[src/verilog/filter_cal_pkg.sv]
/*
 * Shared constants for the filter calibration control block: register
 * offsets, field positions, reset values, frame layout, timing figures
 * and the state encodings of both sequencers.
 * Assumes a single 200 MHz reference clock drives all logic.
 */
package filter_cal_pkg;

	// clocking and timing figures
	localparam int REF_CLK_MHZ = 200;
	localparam int POR_TIME_US = 250;
	localparam int POR_CYCLES = POR_TIME_US * REF_CLK_MHZ;
	localparam int OTP_PULSE_NS = 2000;
	localparam int OTP_PULSE_CYCLES = OTP_PULSE_NS * REF_CLK_MHZ / 1000;
	localparam int CAL_TIMEOUT_US = 1000;
	localparam int CAL_TIMEOUT_CYCLES = CAL_TIMEOUT_US * REF_CLK_MHZ;

	// serial frame layout, most significant field first
	localparam int FRAME_BITS = 32;
	localparam int DATA_BITS = 24;
	localparam int ADDR_BITS = 5;
	localparam int CHIP_BITS = 3;

	// register offsets
	localparam logic [4:0] REG_READ_POINTER = 5'h00;
	localparam logic [4:0] REG_CAL_CONTROL = 5'h01;
	localparam logic [4:0] REG_COARSE_BW = 5'h02;
	localparam logic [4:0] REG_FINE_BW = 5'h03;
	localparam logic [4:0] REG_CAL_START = 5'h04;
	localparam logic [4:0] REG_CAL_PERIOD = 5'h05;
	localparam logic [4:0] REG_MEAS_ADJUST = 5'h06;
	localparam logic [4:0] REG_STATUS = 5'h08;
	localparam logic [4:0] REG_OTP_MODE = 5'h0b;
	localparam logic [4:0] REG_OTP_INDEX = 5'h0c;
	localparam logic [4:0] REG_OTP_STROBE = 5'h0d;

	// field positions
	localparam int SOFT_RESET_BIT = 5;
	localparam int CTRL_CAL_ENABLE_BIT = 1;
	localparam int CTRL_DOUBLER_BIT = 2;
	localparam int CTRL_USE_SETTINGS_BIT = 4;
	localparam int COARSE_LSB = 6;
	localparam int STATUS_BUSY_BIT = 4;
	localparam int STATUS_OTP_ACTIVE_BIT = 5;
	localparam int STATUS_OTP_LSB = 6;
	localparam int OTP_USE_STORED_BIT = 13;
	localparam int OTP_FINE_LSB = 0;
	localparam int OTP_COARSE_LSB = 4;
	localparam int OTP_BITS = 16;

	// reset values
	localparam logic [23:0] CAL_CONTROL_RESET = 24'h00_0000;
	localparam logic [3:0] COARSE_RESET = 4'h0;
	localparam logic [3:0] FINE_RESET = 4'h6;
	localparam logic [14:0] CAL_PERIOD_RESET = 15'h0000;
	localparam logic [8:0] MEAS_ADJUST_RESET = 9'h000;

	// fine bandwidth codes and their typical ratios in thousandths
	localparam logic [3:0] FINE_CODE_MAX = 4'hb;
	localparam int FINE_CODES = 12;
	localparam logic [10:0] FINE_RATIO_MILLI [FINE_CODES] = '{
		11'd803, 11'd832, 11'd862, 11'd893, 11'd926, 11'd959,
		11'd994, 11'd1030, 11'd1063, 11'd1097, 11'd1136, 11'd1183};

	// measured time is scaled down by this shift before the adjust
	localparam int CAL_SHIFT = 8;

	typedef enum logic [2:0] {
		CAL_IDLE = 3'b001,
		CAL_MEASURE = 3'b010,
		CAL_RESOLVE = 3'b100
	} cal_state_t;

	typedef enum logic [1:0] {
		OTP_IDLE = 2'b01,
		OTP_PULSE = 2'b10
	} otp_state_t;

endpackage

[src/verilog/rc_cal_sequencer.sv]
/*
 * RC calibration sequencer: charges the on-chip RC, adds up elapsed
 * calibration clock time until the RC threshold trips, then turns it
 * into a fine bandwidth code.
 * Assumes edge pulses and the trip level are already synchronised.
 */
`timescale 1ns/1ps
module rc_cal_sequencer #(
	parameter int TIMEOUT_CYCLES = filter_cal_pkg::CAL_TIMEOUT_CYCLES
) (
	input wire logic ref_clk,
	input wire logic rst_b,
	input wire logic clear,
	input wire logic start,
	input wire logic doubler_enable,
	input wire logic [14:0] period_ps,
	input wire logic [8:0] adjust,
	input wire logic cal_rise,
	input wire logic cal_fall,
	input wire logic rc_trip,
	output logic rc_charge,
	output logic busy,
	output logic done,
	output logic [3:0] code
);
	filter_cal_pkg::cal_state_t state;
	logic [31:0] elapsed_ps;
	logic [31:0] timer;
	logic [15:0] step_ps;
	logic step;
	logic [23:0] scaled;
	logic [23:0] trimmed;

	// the doubler counts both edges, each worth half a period
	assign step = cal_rise | (doubler_enable & cal_fall);
	assign step_ps = doubler_enable ? {2'b00, period_ps[14:1]}
		: {1'b0, period_ps};
	assign scaled = elapsed_ps[filter_cal_pkg::CAL_SHIFT +: 24];
	assign trimmed = scaled - {15'h0000, adjust};

	always_ff @(posedge ref_clk or negedge rst_b) begin
		if (!rst_b) begin
			state <= filter_cal_pkg::CAL_IDLE;
			elapsed_ps <= 32'h0000_0000;
			timer <= 32'h0000_0000;
			code <= filter_cal_pkg::FINE_RESET;
			done <= 1'b0;
		end else if (clear) begin
			state <= filter_cal_pkg::CAL_IDLE;
			elapsed_ps <= 32'h0000_0000;
			timer <= 32'h0000_0000;
			code <= filter_cal_pkg::FINE_RESET;
			done <= 1'b0;
		end else begin
			done <= 1'b0;
			case (state)
				filter_cal_pkg::CAL_IDLE: begin
					if (start) begin
						state <= filter_cal_pkg::CAL_MEASURE;
						elapsed_ps <= 32'h0000_0000;
						timer <= 32'h0000_0000;
					end
				end
				filter_cal_pkg::CAL_MEASURE: begin
					timer <= timer + 32'h0000_0001;
					if (step)
						elapsed_ps <= elapsed_ps + {16'h0000, step_ps};
					// a dead calibration clock must not hang the busy flag
					if (rc_trip || timer == 32'(TIMEOUT_CYCLES - 1))
						state <= filter_cal_pkg::CAL_RESOLVE;
				end
				filter_cal_pkg::CAL_RESOLVE: begin
					state <= filter_cal_pkg::CAL_IDLE;
					done <= 1'b1;
					// a short RC needs a lower code; saturate into 0..11
					if (scaled < {15'h0000, adjust})
						code <= 4'h0;
					else if (trimmed > {20'h0_0000, filter_cal_pkg::FINE_CODE_MAX})
						code <= filter_cal_pkg::FINE_CODE_MAX;
					else
						code <= trimmed[3:0];
				end
				default: state <= filter_cal_pkg::CAL_IDLE;
			endcase
		end
	end

	assign busy = (state != filter_cal_pkg::CAL_IDLE);
	assign rc_charge = (state == filter_cal_pkg::CAL_MEASURE);

endmodule

[src/verilog/filter_cal_control.sv]
/*
 * Digital control of a programmable low-pass filter: serial slave port,
 * register file, RC calibration sequencer, one-time memory programming
 * and power-on / soft reset.
 * Assumes every input pin is asynchronous to ref_clk; all but rst_b are synchronised here;
 * the serial and calibration clocks must stay well under ref_clk / 2.
 */
`timescale 1ns/1ps
module filter_cal_control #(
	parameter int POR_CYCLES = filter_cal_pkg::POR_CYCLES,
	parameter int CAL_TIMEOUT_CYCLES = filter_cal_pkg::CAL_TIMEOUT_CYCLES,
	parameter int OTP_PULSE_CYCLES = filter_cal_pkg::OTP_PULSE_CYCLES,
	// arbitrary value, not tied to any real part
	parameter logic [2:0] DEVICE_BUS_ADDRESS = 3'h3,
	// arbitrary value, not tied to any real part
	parameter logic [23:0] DEVICE_ID = 24'h00_1234
) (
	input wire logic ref_clk,
	input wire logic rst_b,
	input wire logic serial_port_select_b,
	input wire logic serial_clock,
	input wire logic serial_data_in,
	output logic serial_data_out,
	output logic serial_data_out_oe,
	input wire logic calibration_clock_pin,
	input wire logic rc_threshold_trip,
	output logic rc_charge_enable,
	output logic clock_doubler_enable,
	output logic use_settings,
	output logic [3:0] coarse_bandwidth_code,
	output logic [3:0] fine_bandwidth_code,
	output logic [11:0] fine_tune_select,
	output logic [10:0] fine_tune_ratio_milli,
	output logic otp_program_pulse,
	output logic [3:0] otp_program_index,
	output logic registers_ready
);
	localparam int N_PINS = 5;

	// two-flop synchronisers; stage one feeds stage two only
	logic [N_PINS-1:0] pin_raw;
	logic [N_PINS-1:0] pin_meta;
	logic [N_PINS-1:0] pin_sync;
	assign pin_raw = {rc_threshold_trip, calibration_clock_pin,
		serial_data_in, serial_clock, serial_port_select_b};
	genvar gi;
	generate
		for (gi = 0; gi < N_PINS; gi++) begin : g_sync
			always_ff @(posedge ref_clk or negedge rst_b) begin
				if (!rst_b) begin
					pin_meta[gi] <= 1'b1;
					pin_sync[gi] <= 1'b1;
				end else begin
					pin_meta[gi] <= pin_raw[gi];
					pin_sync[gi] <= pin_meta[gi];
				end
			end
		end
	endgenerate

	logic sel_s, sclk_s, sdi_s, calclk_s, trip_s;
	assign {trip_s, calclk_s, sdi_s, sclk_s, sel_s} = pin_sync;

	logic sel_d, sclk_d, calclk_d;
	always_ff @(posedge ref_clk or negedge rst_b) begin
		if (!rst_b) begin
			sel_d <= 1'b1;
			sclk_d <= 1'b1;
			calclk_d <= 1'b1;
		end else begin
			sel_d <= sel_s;
			sclk_d <= sclk_s;
			calclk_d <= calclk_s;
		end
	end

	logic sel_fall, sel_rise, sclk_rise, cal_rise, cal_fall;
	assign sel_fall = sel_d & ~sel_s;
	assign sel_rise = ~sel_d & sel_s;
	assign sclk_rise = ~sclk_d & sclk_s & ~sel_s;
	assign cal_rise = ~calclk_d & calclk_s;
	assign cal_fall = calclk_d & ~calclk_s;

	// power-on hold: registers stay at defaults until the count ends
	logic [31:0] por_count;
	always_ff @(posedge ref_clk or negedge rst_b) begin
		if (!rst_b) begin
			por_count <= 32'h0000_0000;
			registers_ready <= 1'b0;
		end else if (!registers_ready) begin
			por_count <= por_count + 32'h0000_0001;
			if (por_count == 32'(POR_CYCLES - 1))
				registers_ready <= 1'b1;
		end
	end

	// serial frame engine
	logic [31:0] shift_in;
	logic [31:0] shift_out;
	logic [5:0] bit_count;
	logic [23:0] read_data;
	logic [4:0] read_pointer;
	logic addressed;
	logic commit;
	logic [23:0] wr_data;
	logic [4:0] wr_addr;
	logic [2:0] wr_chip;
	assign wr_data = shift_in[31:8];
	assign wr_addr = shift_in[7:3];
	assign wr_chip = shift_in[2:0];

	always_ff @(posedge ref_clk or negedge rst_b) begin
		if (!rst_b) begin
			shift_in <= 32'h0000_0000;
			shift_out <= 32'h0000_0000;
			bit_count <= 6'h00;
			serial_data_out <= 1'b0;
		end else if (sel_fall) begin
			// snapshot before any write of this frame can land
			shift_out <= {read_data, read_pointer, DEVICE_BUS_ADDRESS};
			bit_count <= 6'h00;
		end else if (sclk_rise) begin
			shift_in <= {shift_in[30:0], sdi_s};
			serial_data_out <= shift_out[31];
			shift_out <= {shift_out[30:0], 1'b0};
			if (bit_count != 6'h3f)
				bit_count <= bit_count + 6'h01;
		end
	end

	// a short or long frame is dropped entirely
	assign commit = sel_rise && bit_count == 6'(filter_cal_pkg::FRAME_BITS)
		&& wr_chip == DEVICE_BUS_ADDRESS && registers_ready;

	always_ff @(posedge ref_clk or negedge rst_b) begin
		if (!rst_b)
			addressed <= 1'b0;
		else if (!registers_ready)
			addressed <= 1'b0;
		else if (sel_rise && bit_count == 6'(filter_cal_pkg::FRAME_BITS))
			addressed <= (wr_chip == DEVICE_BUS_ADDRESS);
	end
	assign serial_data_out_oe = addressed;

	logic wr_pointer, wr_ctrl, wr_coarse, wr_fine, wr_start, wr_period;
	logic wr_adjust, wr_otp_mode, wr_otp_index, wr_otp_strobe;
	assign wr_pointer = commit && wr_addr == filter_cal_pkg::REG_READ_POINTER;
	assign wr_ctrl = commit && wr_addr == filter_cal_pkg::REG_CAL_CONTROL;
	assign wr_coarse = commit && wr_addr == filter_cal_pkg::REG_COARSE_BW;
	assign wr_fine = commit && wr_addr == filter_cal_pkg::REG_FINE_BW;
	assign wr_start = commit && wr_addr == filter_cal_pkg::REG_CAL_START;
	assign wr_period = commit && wr_addr == filter_cal_pkg::REG_CAL_PERIOD;
	assign wr_adjust = commit && wr_addr == filter_cal_pkg::REG_MEAS_ADJUST;
	assign wr_otp_mode = commit && wr_addr == filter_cal_pkg::REG_OTP_MODE;
	assign wr_otp_index = commit && wr_addr == filter_cal_pkg::REG_OTP_INDEX;
	assign wr_otp_strobe = commit
		&& wr_addr == filter_cal_pkg::REG_OTP_STROBE;

	// soft reset: armed by a one, fired by the following zero
	logic soft_armed;
	logic soft_clear;
	logic reg_clear;
	assign soft_clear = wr_pointer && soft_armed
		&& !wr_data[filter_cal_pkg::SOFT_RESET_BIT];
	assign reg_clear = soft_clear || !registers_ready;

	always_ff @(posedge ref_clk or negedge rst_b) begin
		if (!rst_b) begin
			soft_armed <= 1'b0;
			read_pointer <= 5'h00;
		end else if (!registers_ready) begin
			soft_armed <= 1'b0;
			read_pointer <= 5'h00;
		end else if (wr_pointer) begin
			soft_armed <= wr_data[filter_cal_pkg::SOFT_RESET_BIT];
			read_pointer <= soft_clear ? 5'h00 : wr_data[4:0];
		end
	end

	logic [23:0] cal_control;
	logic [3:0] coarse_reg;
	logic [3:0] fine_reg;
	logic [14:0] cal_period;
	logic [8:0] meas_adjust;
	logic otp_mode;
	logic [3:0] otp_index;

	always_ff @(posedge ref_clk or negedge rst_b) begin
		if (!rst_b) begin
			cal_control <= filter_cal_pkg::CAL_CONTROL_RESET;
			coarse_reg <= filter_cal_pkg::COARSE_RESET;
			cal_period <= filter_cal_pkg::CAL_PERIOD_RESET;
			meas_adjust <= filter_cal_pkg::MEAS_ADJUST_RESET;
			otp_mode <= 1'b0;
			otp_index <= 4'h0;
		end else if (reg_clear) begin
			cal_control <= filter_cal_pkg::CAL_CONTROL_RESET;
			coarse_reg <= filter_cal_pkg::COARSE_RESET;
			cal_period <= filter_cal_pkg::CAL_PERIOD_RESET;
			meas_adjust <= filter_cal_pkg::MEAS_ADJUST_RESET;
			otp_mode <= 1'b0;
			otp_index <= 4'h0;
		end else begin
			if (wr_ctrl)
				cal_control <= wr_data;
			if (wr_coarse)
				coarse_reg <= wr_data[filter_cal_pkg::COARSE_LSB +: 4];
			if (wr_period)
				cal_period <= wr_data[14:0];
			if (wr_adjust)
				meas_adjust <= wr_data[8:0];
			if (wr_otp_mode)
				otp_mode <= wr_data[0];
			if (wr_otp_index)
				otp_index <= wr_data[3:0];
		end
	end

	// calibration sequencer
	logic cal_start;
	logic cal_busy;
	logic cal_done;
	logic [3:0] cal_code;
	assign cal_start = wr_start && wr_data == 24'h00_0000
		&& cal_control[filter_cal_pkg::CTRL_CAL_ENABLE_BIT];
	assign clock_doubler_enable =
		cal_control[filter_cal_pkg::CTRL_DOUBLER_BIT];
	assign use_settings = cal_control[filter_cal_pkg::CTRL_USE_SETTINGS_BIT];

	rc_cal_sequencer #(
		.TIMEOUT_CYCLES(CAL_TIMEOUT_CYCLES)
	) u_rc_cal (
		.ref_clk(ref_clk),
		.rst_b(rst_b),
		.clear(reg_clear),
		.start(cal_start),
		.doubler_enable(clock_doubler_enable),
		.period_ps(cal_period),
		.adjust(meas_adjust),
		.cal_rise(cal_rise),
		.cal_fall(cal_fall),
		.rc_trip(trip_s),
		.rc_charge(rc_charge_enable),
		.busy(cal_busy),
		.done(cal_done),
		.code(cal_code)
	);

	// the result lands over a same-cycle host write to the fine field
	always_ff @(posedge ref_clk or negedge rst_b) begin
		if (!rst_b)
			fine_reg <= filter_cal_pkg::FINE_RESET;
		else if (reg_clear)
			fine_reg <= filter_cal_pkg::FINE_RESET;
		else if (cal_done)
			fine_reg <= cal_code;
		else if (wr_fine)
			fine_reg <= wr_data[3:0];
	end

	// one-time memory: bits can only be set; only rst_b clears them
	logic [filter_cal_pkg::OTP_BITS-1:0] otp_bits;
	filter_cal_pkg::otp_state_t otp_state;
	logic [15:0] otp_timer;
	logic otp_active;
	assign otp_active = (otp_state == filter_cal_pkg::OTP_PULSE);

	always_ff @(posedge ref_clk or negedge rst_b) begin
		if (!rst_b) begin
			otp_state <= filter_cal_pkg::OTP_IDLE;
			otp_timer <= 16'h0000;
			otp_program_index <= 4'h0;
			otp_program_pulse <= 1'b0;
		end else begin
			case (otp_state)
				filter_cal_pkg::OTP_IDLE: begin
					// a strobe while a pulse runs is ignored
					if (wr_otp_strobe && otp_mode) begin
						otp_state <= filter_cal_pkg::OTP_PULSE;
						otp_program_index <= otp_index;
						otp_program_pulse <= 1'b1;
						otp_timer <= 16'h0000;
					end
				end
				filter_cal_pkg::OTP_PULSE: begin
					otp_timer <= otp_timer + 16'h0001;
					if (otp_timer == 16'(OTP_PULSE_CYCLES - 1)) begin
						otp_state <= filter_cal_pkg::OTP_IDLE;
						otp_program_pulse <= 1'b0;
					end
				end
				default: begin
					otp_state <= filter_cal_pkg::OTP_IDLE;
					otp_program_pulse <= 1'b0;
				end
			endcase
		end
	end

	// the array survives soft reset; only the pulse end sets a bit
	always_ff @(posedge ref_clk or negedge rst_b) begin
		if (!rst_b)
			otp_bits <= 16'h0000;
		else if (otp_active && otp_timer == 16'(OTP_PULSE_CYCLES - 1))
			otp_bits[otp_program_index] <= 1'b1;
	end

	// effective codes: stored values only once their flag is burned
	logic use_stored;
	logic [3:0] fine_eff;
	assign use_stored = otp_bits[filter_cal_pkg::OTP_USE_STORED_BIT];
	assign fine_eff = use_stored
		? otp_bits[filter_cal_pkg::OTP_FINE_LSB +: 4] : fine_reg;
	always_ff @(posedge ref_clk or negedge rst_b) begin
		if (!rst_b) begin
			coarse_bandwidth_code <= filter_cal_pkg::COARSE_RESET;
			fine_bandwidth_code <= filter_cal_pkg::FINE_RESET;
		end else begin
			coarse_bandwidth_code <= use_stored
				? otp_bits[filter_cal_pkg::OTP_COARSE_LSB +: 4]
				: coarse_reg;
			// out-of-range codes saturate at the top ratio
			fine_bandwidth_code <= (fine_eff > filter_cal_pkg::FINE_CODE_MAX)
				? filter_cal_pkg::FINE_CODE_MAX : fine_eff;
		end
	end

	generate
		for (gi = 0; gi < filter_cal_pkg::FINE_CODES; gi++) begin : g_fine
			assign fine_tune_select[gi] = (fine_bandwidth_code == 4'(gi));
		end
	endgenerate
	always_ff @(posedge ref_clk or negedge rst_b) begin
		if (!rst_b)
			fine_tune_ratio_milli <= 11'h000;
		else
			fine_tune_ratio_milli <=
				filter_cal_pkg::FINE_RATIO_MILLI[fine_bandwidth_code];
	end

	// read mux; unlisted offsets read as zero
	always_comb begin
		read_data = 24'h00_0000;
		case (read_pointer)
			filter_cal_pkg::REG_READ_POINTER: read_data = DEVICE_ID;
			filter_cal_pkg::REG_CAL_CONTROL: read_data = cal_control;
			filter_cal_pkg::REG_COARSE_BW:
				read_data[filter_cal_pkg::COARSE_LSB +: 4] = coarse_reg;
			filter_cal_pkg::REG_FINE_BW: read_data[3:0] = fine_reg;
			filter_cal_pkg::REG_CAL_PERIOD: read_data[14:0] = cal_period;
			filter_cal_pkg::REG_MEAS_ADJUST: read_data[8:0] = meas_adjust;
			filter_cal_pkg::REG_STATUS: begin
				read_data[3:0] = cal_code;
				read_data[filter_cal_pkg::STATUS_BUSY_BIT] = cal_busy;
				read_data[filter_cal_pkg::STATUS_OTP_ACTIVE_BIT] =
					otp_active;
				read_data[filter_cal_pkg::STATUS_OTP_LSB +: 16] = otp_bits;
			end
			filter_cal_pkg::REG_OTP_MODE: read_data[0] = otp_mode;
			filter_cal_pkg::REG_OTP_INDEX: read_data[3:0] = otp_index;
			default: read_data = 24'h00_0000;
		endcase
	end

endmodule

[config.mk]
export PLATFORM = sky130hd
export DESIGN_NAME = filter_cal_control
export DESIGN_NICKNAME = d
export VERILOG_FILES = /design/src/verilog/filter_cal_pkg.sv /design/src/verilog/rc_cal_sequencer.sv /design/src/verilog/filter_cal_control.sv
export SDC_FILE = /design/constraint.sdc
export NUM_CORES = 1
export LEC_CHECK = 0
export BUFFER_PORTS_ARGS = -buffer_cell sky130_fd_sc_hd__buf_2
export CAP_MARGIN = 30
export CORE_MARGIN = 3
export CORE_UTILIZATION = 50
export DETAILED_ROUTE_END_ITERATION = 10
export PLACE_DENSITY = 0.69
export SETUP_SLACK_MARGIN = 0.3
export SYNTH_ARGS = -nofsm -noshare
export SYNTH_HDL_FRONTEND = slang
export SYNTH_HIERARCHICAL = 1
export SYNTH_SLANG_ARGS = --single-unit
[constraint.sdc]
create_clock -name ref_clk -period 5.64 [get_ports ref_clk]
set_input_delay 0.564 -clock ref_clk [delete_from_list [all_inputs] [get_ports ref_clk]]
set_output_delay 0.564 -clock ref_clk [all_outputs]
set_load 0.05 [all_outputs]
==> results.json <==
{
  "muxShareOfSynthArea": 0.0432,
  "post-synth-top-count-cell": "dfrtp_1",
  "first_pass_grt_wire_length_um": 63100,
  "gpl.final_weighted_congestion": 0.902,
  "area_taken_by_flip_flops_and_latches_mm2": 0.00786,
  "insertedDiodeCount": 0,
  "post_synth_inst_count": 1638,
  "arrival_time_at_the_worst_endpoint_ns": 4.32,
  "grt.overflow.total": 0,
  "max_stage_delay_ns": 0.66,
  "drt_pass1_iterations": 5,
  "grt_use_total": 0.227,
  "overall_power_mw": 4.86,
  "largest_fanout_on_the_critical_path": 52,
  "r2r_start": "sel_s",
  "max_slew_margin": 0.383,
  "finalWorstSetupSlack_ns": 1.70,
  "final.setup_skew_ns": 0.0147,
  "initial_core_util": 0.513,
  "power.density_cell_area_mw_per_mm2": 275,
  "final_number_of_max_transition_violations": 0,
  "drc": 0,
  "fin_crit_sh": 0.698,
  "number_of_standard_cell_rows_in_the_floorplan": 64,
  "cts_max_level": 2,
  "cts_setup_buffers": 0,
  "clockBufferDepth": 3,
  "grt_pass1_vias": 12100,
  "multi_input_comb_area_mm2": 0.00752,
  "routed_wirelength_um": 38000,
  "final_nets": 1708,
  "drt-vias-per-instance": 5.98,
  "reg2reg_depth": 13,
  "violations": "negative hold slack",
  "maxCapViolCount": 0,
  "antenna_found_initial": 0,
  "timing.fmax_mhz": 254,
  "post_cts_gate_resize_count": 0,
  "share_of_synthesized_cell_area_in_and_or_nand_and_nor_gates": 0.202,
  "r2r_setup_slack_ns": 1.70,
  "final-setup-viol-count": 0,
  "io_buffers": 48,
  "synth-seq-cells": 313,
  "synth_top_flop_cell": "dfrtp_1",
  "die_width_um": 184,
  "yosysSeqAreaShare": 0.496,
  "maximum_number_of_pins_on_one_net_before_global_route_repair": 125,
  "run_status": "finished, violations left",
  "insertion_delay_ns": 0.52,
  "synth_area_leaders": "dfrtp_1, nand2_1, dfstp_2",
  "boundaryPins": 49,
  "number_of_hold_buffers_added_after_cts": 0,
  "setup.worst_path.start_class": "register",
  "worstSetupPathType": "register to register",
  "die_area_mm2": 0.0339,
  "die_h_um": 184,
  "areaGrowthSynthToFinish_pct": 11.3,
  "slew_at_the_pin_closest_to_its_max_slew_limit_ns": 0.920,
  "critical-path-slowest-cell": "dfstp_2",
  "critical_path.cell_chain": "nor3b_2, and4_1, a21oi_2, clkinv_1, buf_4, inv_1, o221a_4, nor4b_4, and3_1, and3_1, nand3_1, xor2_1, nor2_1",
  "drt-initial-drc-count": 998,
  "filler_cell_count": 2668,
  "finalCriticalPeriod_ns": 3.94,
  "synth_area_mm2": 0.0159,
  "timing.critical_path.to_type": "register",
  "critPathRequiredTime_ns": 6.02,
  "wl_per_cell_um": 18.2,
  "synth_top_cell_area_share": 0.461,
  "vdd.ir_drop.worst_v": 0.000230,
  "post-place-ws_ns": 1.76,
  "critical_path.most_common_cell": "and3_1",
  "area_of_the_core_region_mm2": 0.0309,
  "setup_total_negative_slack_ns": 0,
  "root_buffer": "clkbuf_16",
  "drt.antenna.violating_nets": 0,
  "power.leakage_nw": 7.89,
  "post-dp-hpwl_um": 26200,
  "synth_fa_ha_area_frac": 0.0294,
  "cts.sink_count": 313,
  "synth-compound-area-share": 0.150,
  "synth_area_per_cell_um2": 9.68,
  "routed-via-count": 12500,
  "clkSlewWorstSetupHoldPaths_ns": 0.06,
  "yosysTopAreaCell": "dfrtp_1",
  "proportion_of_register_bits_with_asynchronous_set_or_reset_after_synthesis": 1.00,
  "yosys_warnings": 6,
  "r2r_endpoint": "u_rc_cal/elapsed_ps[31]",
  "numCtsBuffers": 36,
  "drive_gt1_frac": 0.118,
  "synth.cells.most_frequent": "dfrtp_1, nand2_1, nor2_1, o21ai_0, a21oi_1",
  "synth_cell_types": 82,
  "fin_hold_ws_ns": -0.000868,
  "rsz0062_at_grt": "false",
  "main_combinational_cell_family_by_area_after_synthesis": "simple AND/OR/NAND/NOR gates",
  "postSynthNetCount": 1681,
  "post_synth_xor_area_fraction": 0.0481,
  "count_of_flip_flops_with_a_built_in_enable_after_synthesis": 0,
  "tritoncts": "done",
  "min-delay-path-class": "input pin to async pin",
  "finalHoldViolations": 1
}
cell usage in the layout, fill, tap and decap left out, types with 7 or more instances in the layout:
cell       instances
clkbuf_1          11
o21ai_0           88
or3_1             14
clkbuf_16         38
dfstp_2           21
nor3b_1            8
a211oi_1          13
ha_1              34
xor2_1            43
xnor2_1           44
o21a_1            10
and3_1            21
buf_4             17
nand3b_1           7
nor3_1            25
clkbuf_8           9
nor2b_1           13
nand3_1           67
a21oi_1           83
a22oi_1           29
buf_2             48
mux2_2            27
a22o_1            37
nand2_1          244
o31ai_1           10
a31oi_1           16
a21o_1            25
nor2_1           136
mux2i_1           38
inv_1             35
dfrtp_1          292
nand4_1           25
nor4_1            25
nand2b_1          11
and2_1            21
and4_1             8
worst max-delay path by stage:
stage	from	end	slack, ns	cells after the start
after CTS	sel_s	u_rc_cal/elapsed_ps[31]	1.74	13
after detailed placement	sel_s	u_rc_cal/elapsed_ps[31]	1.76	13
after global placement	sel_s	u_rc_cal/elapsed_ps[31]	1.84	13
final	sel_s	u_rc_cal/elapsed_ps[31]	1.70	13
after floorplan	registers_ready	u_rc_cal/elapsed_ps[31]	1.98	16
after global routing	sel_s	u_rc_cal/elapsed_ps[31]	1.31	13
layer usage:
| layer | vias up | share of wire | track usage |
|---|---|---|---|
| met2 | 390 | 0.46 | 0.359 |
| met4 | 0 | 0.022 | 0.0584 |
| met5 | - | 0 | 0 |
| met3 | 73 | 0.067 | 0.0380 |
| li1 | 5884 | - | - |
| met1 | 6151 | 0.45 | 0.329 |
cells by family (layout without fill, tap and decap cells):
family          Yosys count  count (layout)
mux                      65              65
fa+ha+maj                36              36
simple gates            658             658
flops                   313             313
compound gates          363             363
xor+xnor                 87              87
buf+inv                 116             171
critical path: cells and delay by family, from the launching register on:
| family | cells | cell delay (ns) |
|---|---|---|
| AND/OR/NAND/NOR | 7 | 1.84 |
| buffers and inverters | 3 | 0.72 |
| flip-flops | 1 | 0.66 |
| AO/OA/AOI/OAI | 2 | 0.40 |
| XOR/XNOR | 1 | 0.14 |
metrics by stage:
stage,utilization,std cells,area (µm²)
floorplan,-,1638,15900
global placement,0.530,2018,16400
detailed placement,0.531,2021,16400
CTS,0.570,2087,17600
global route,0.571,2089,17600
finish,0.571,2089,17600
area by class of cell:
class                      instances  area share
clock buffer                      58      0.0633
sequential                       313       0.445
inverter                          37     0.00787
tap                              396      0.0281
timing repair buffer              68      0.0235
clock inverter                     8     0.00575
multi-input combinational       1209       0.426
report_power, final:
part	switching, mW	leakage [nW]	internal [mW]	total [mW]
Combinational	0.115	3.08	0.0504	0.165
Sequential	0.0394	4.21	2.30	2.34
Clock	0.907	0.601	1.45	2.36
Total	1.06	7.89	3.79	4.86
Note: power is estimated with default switching activity, not from simulation.
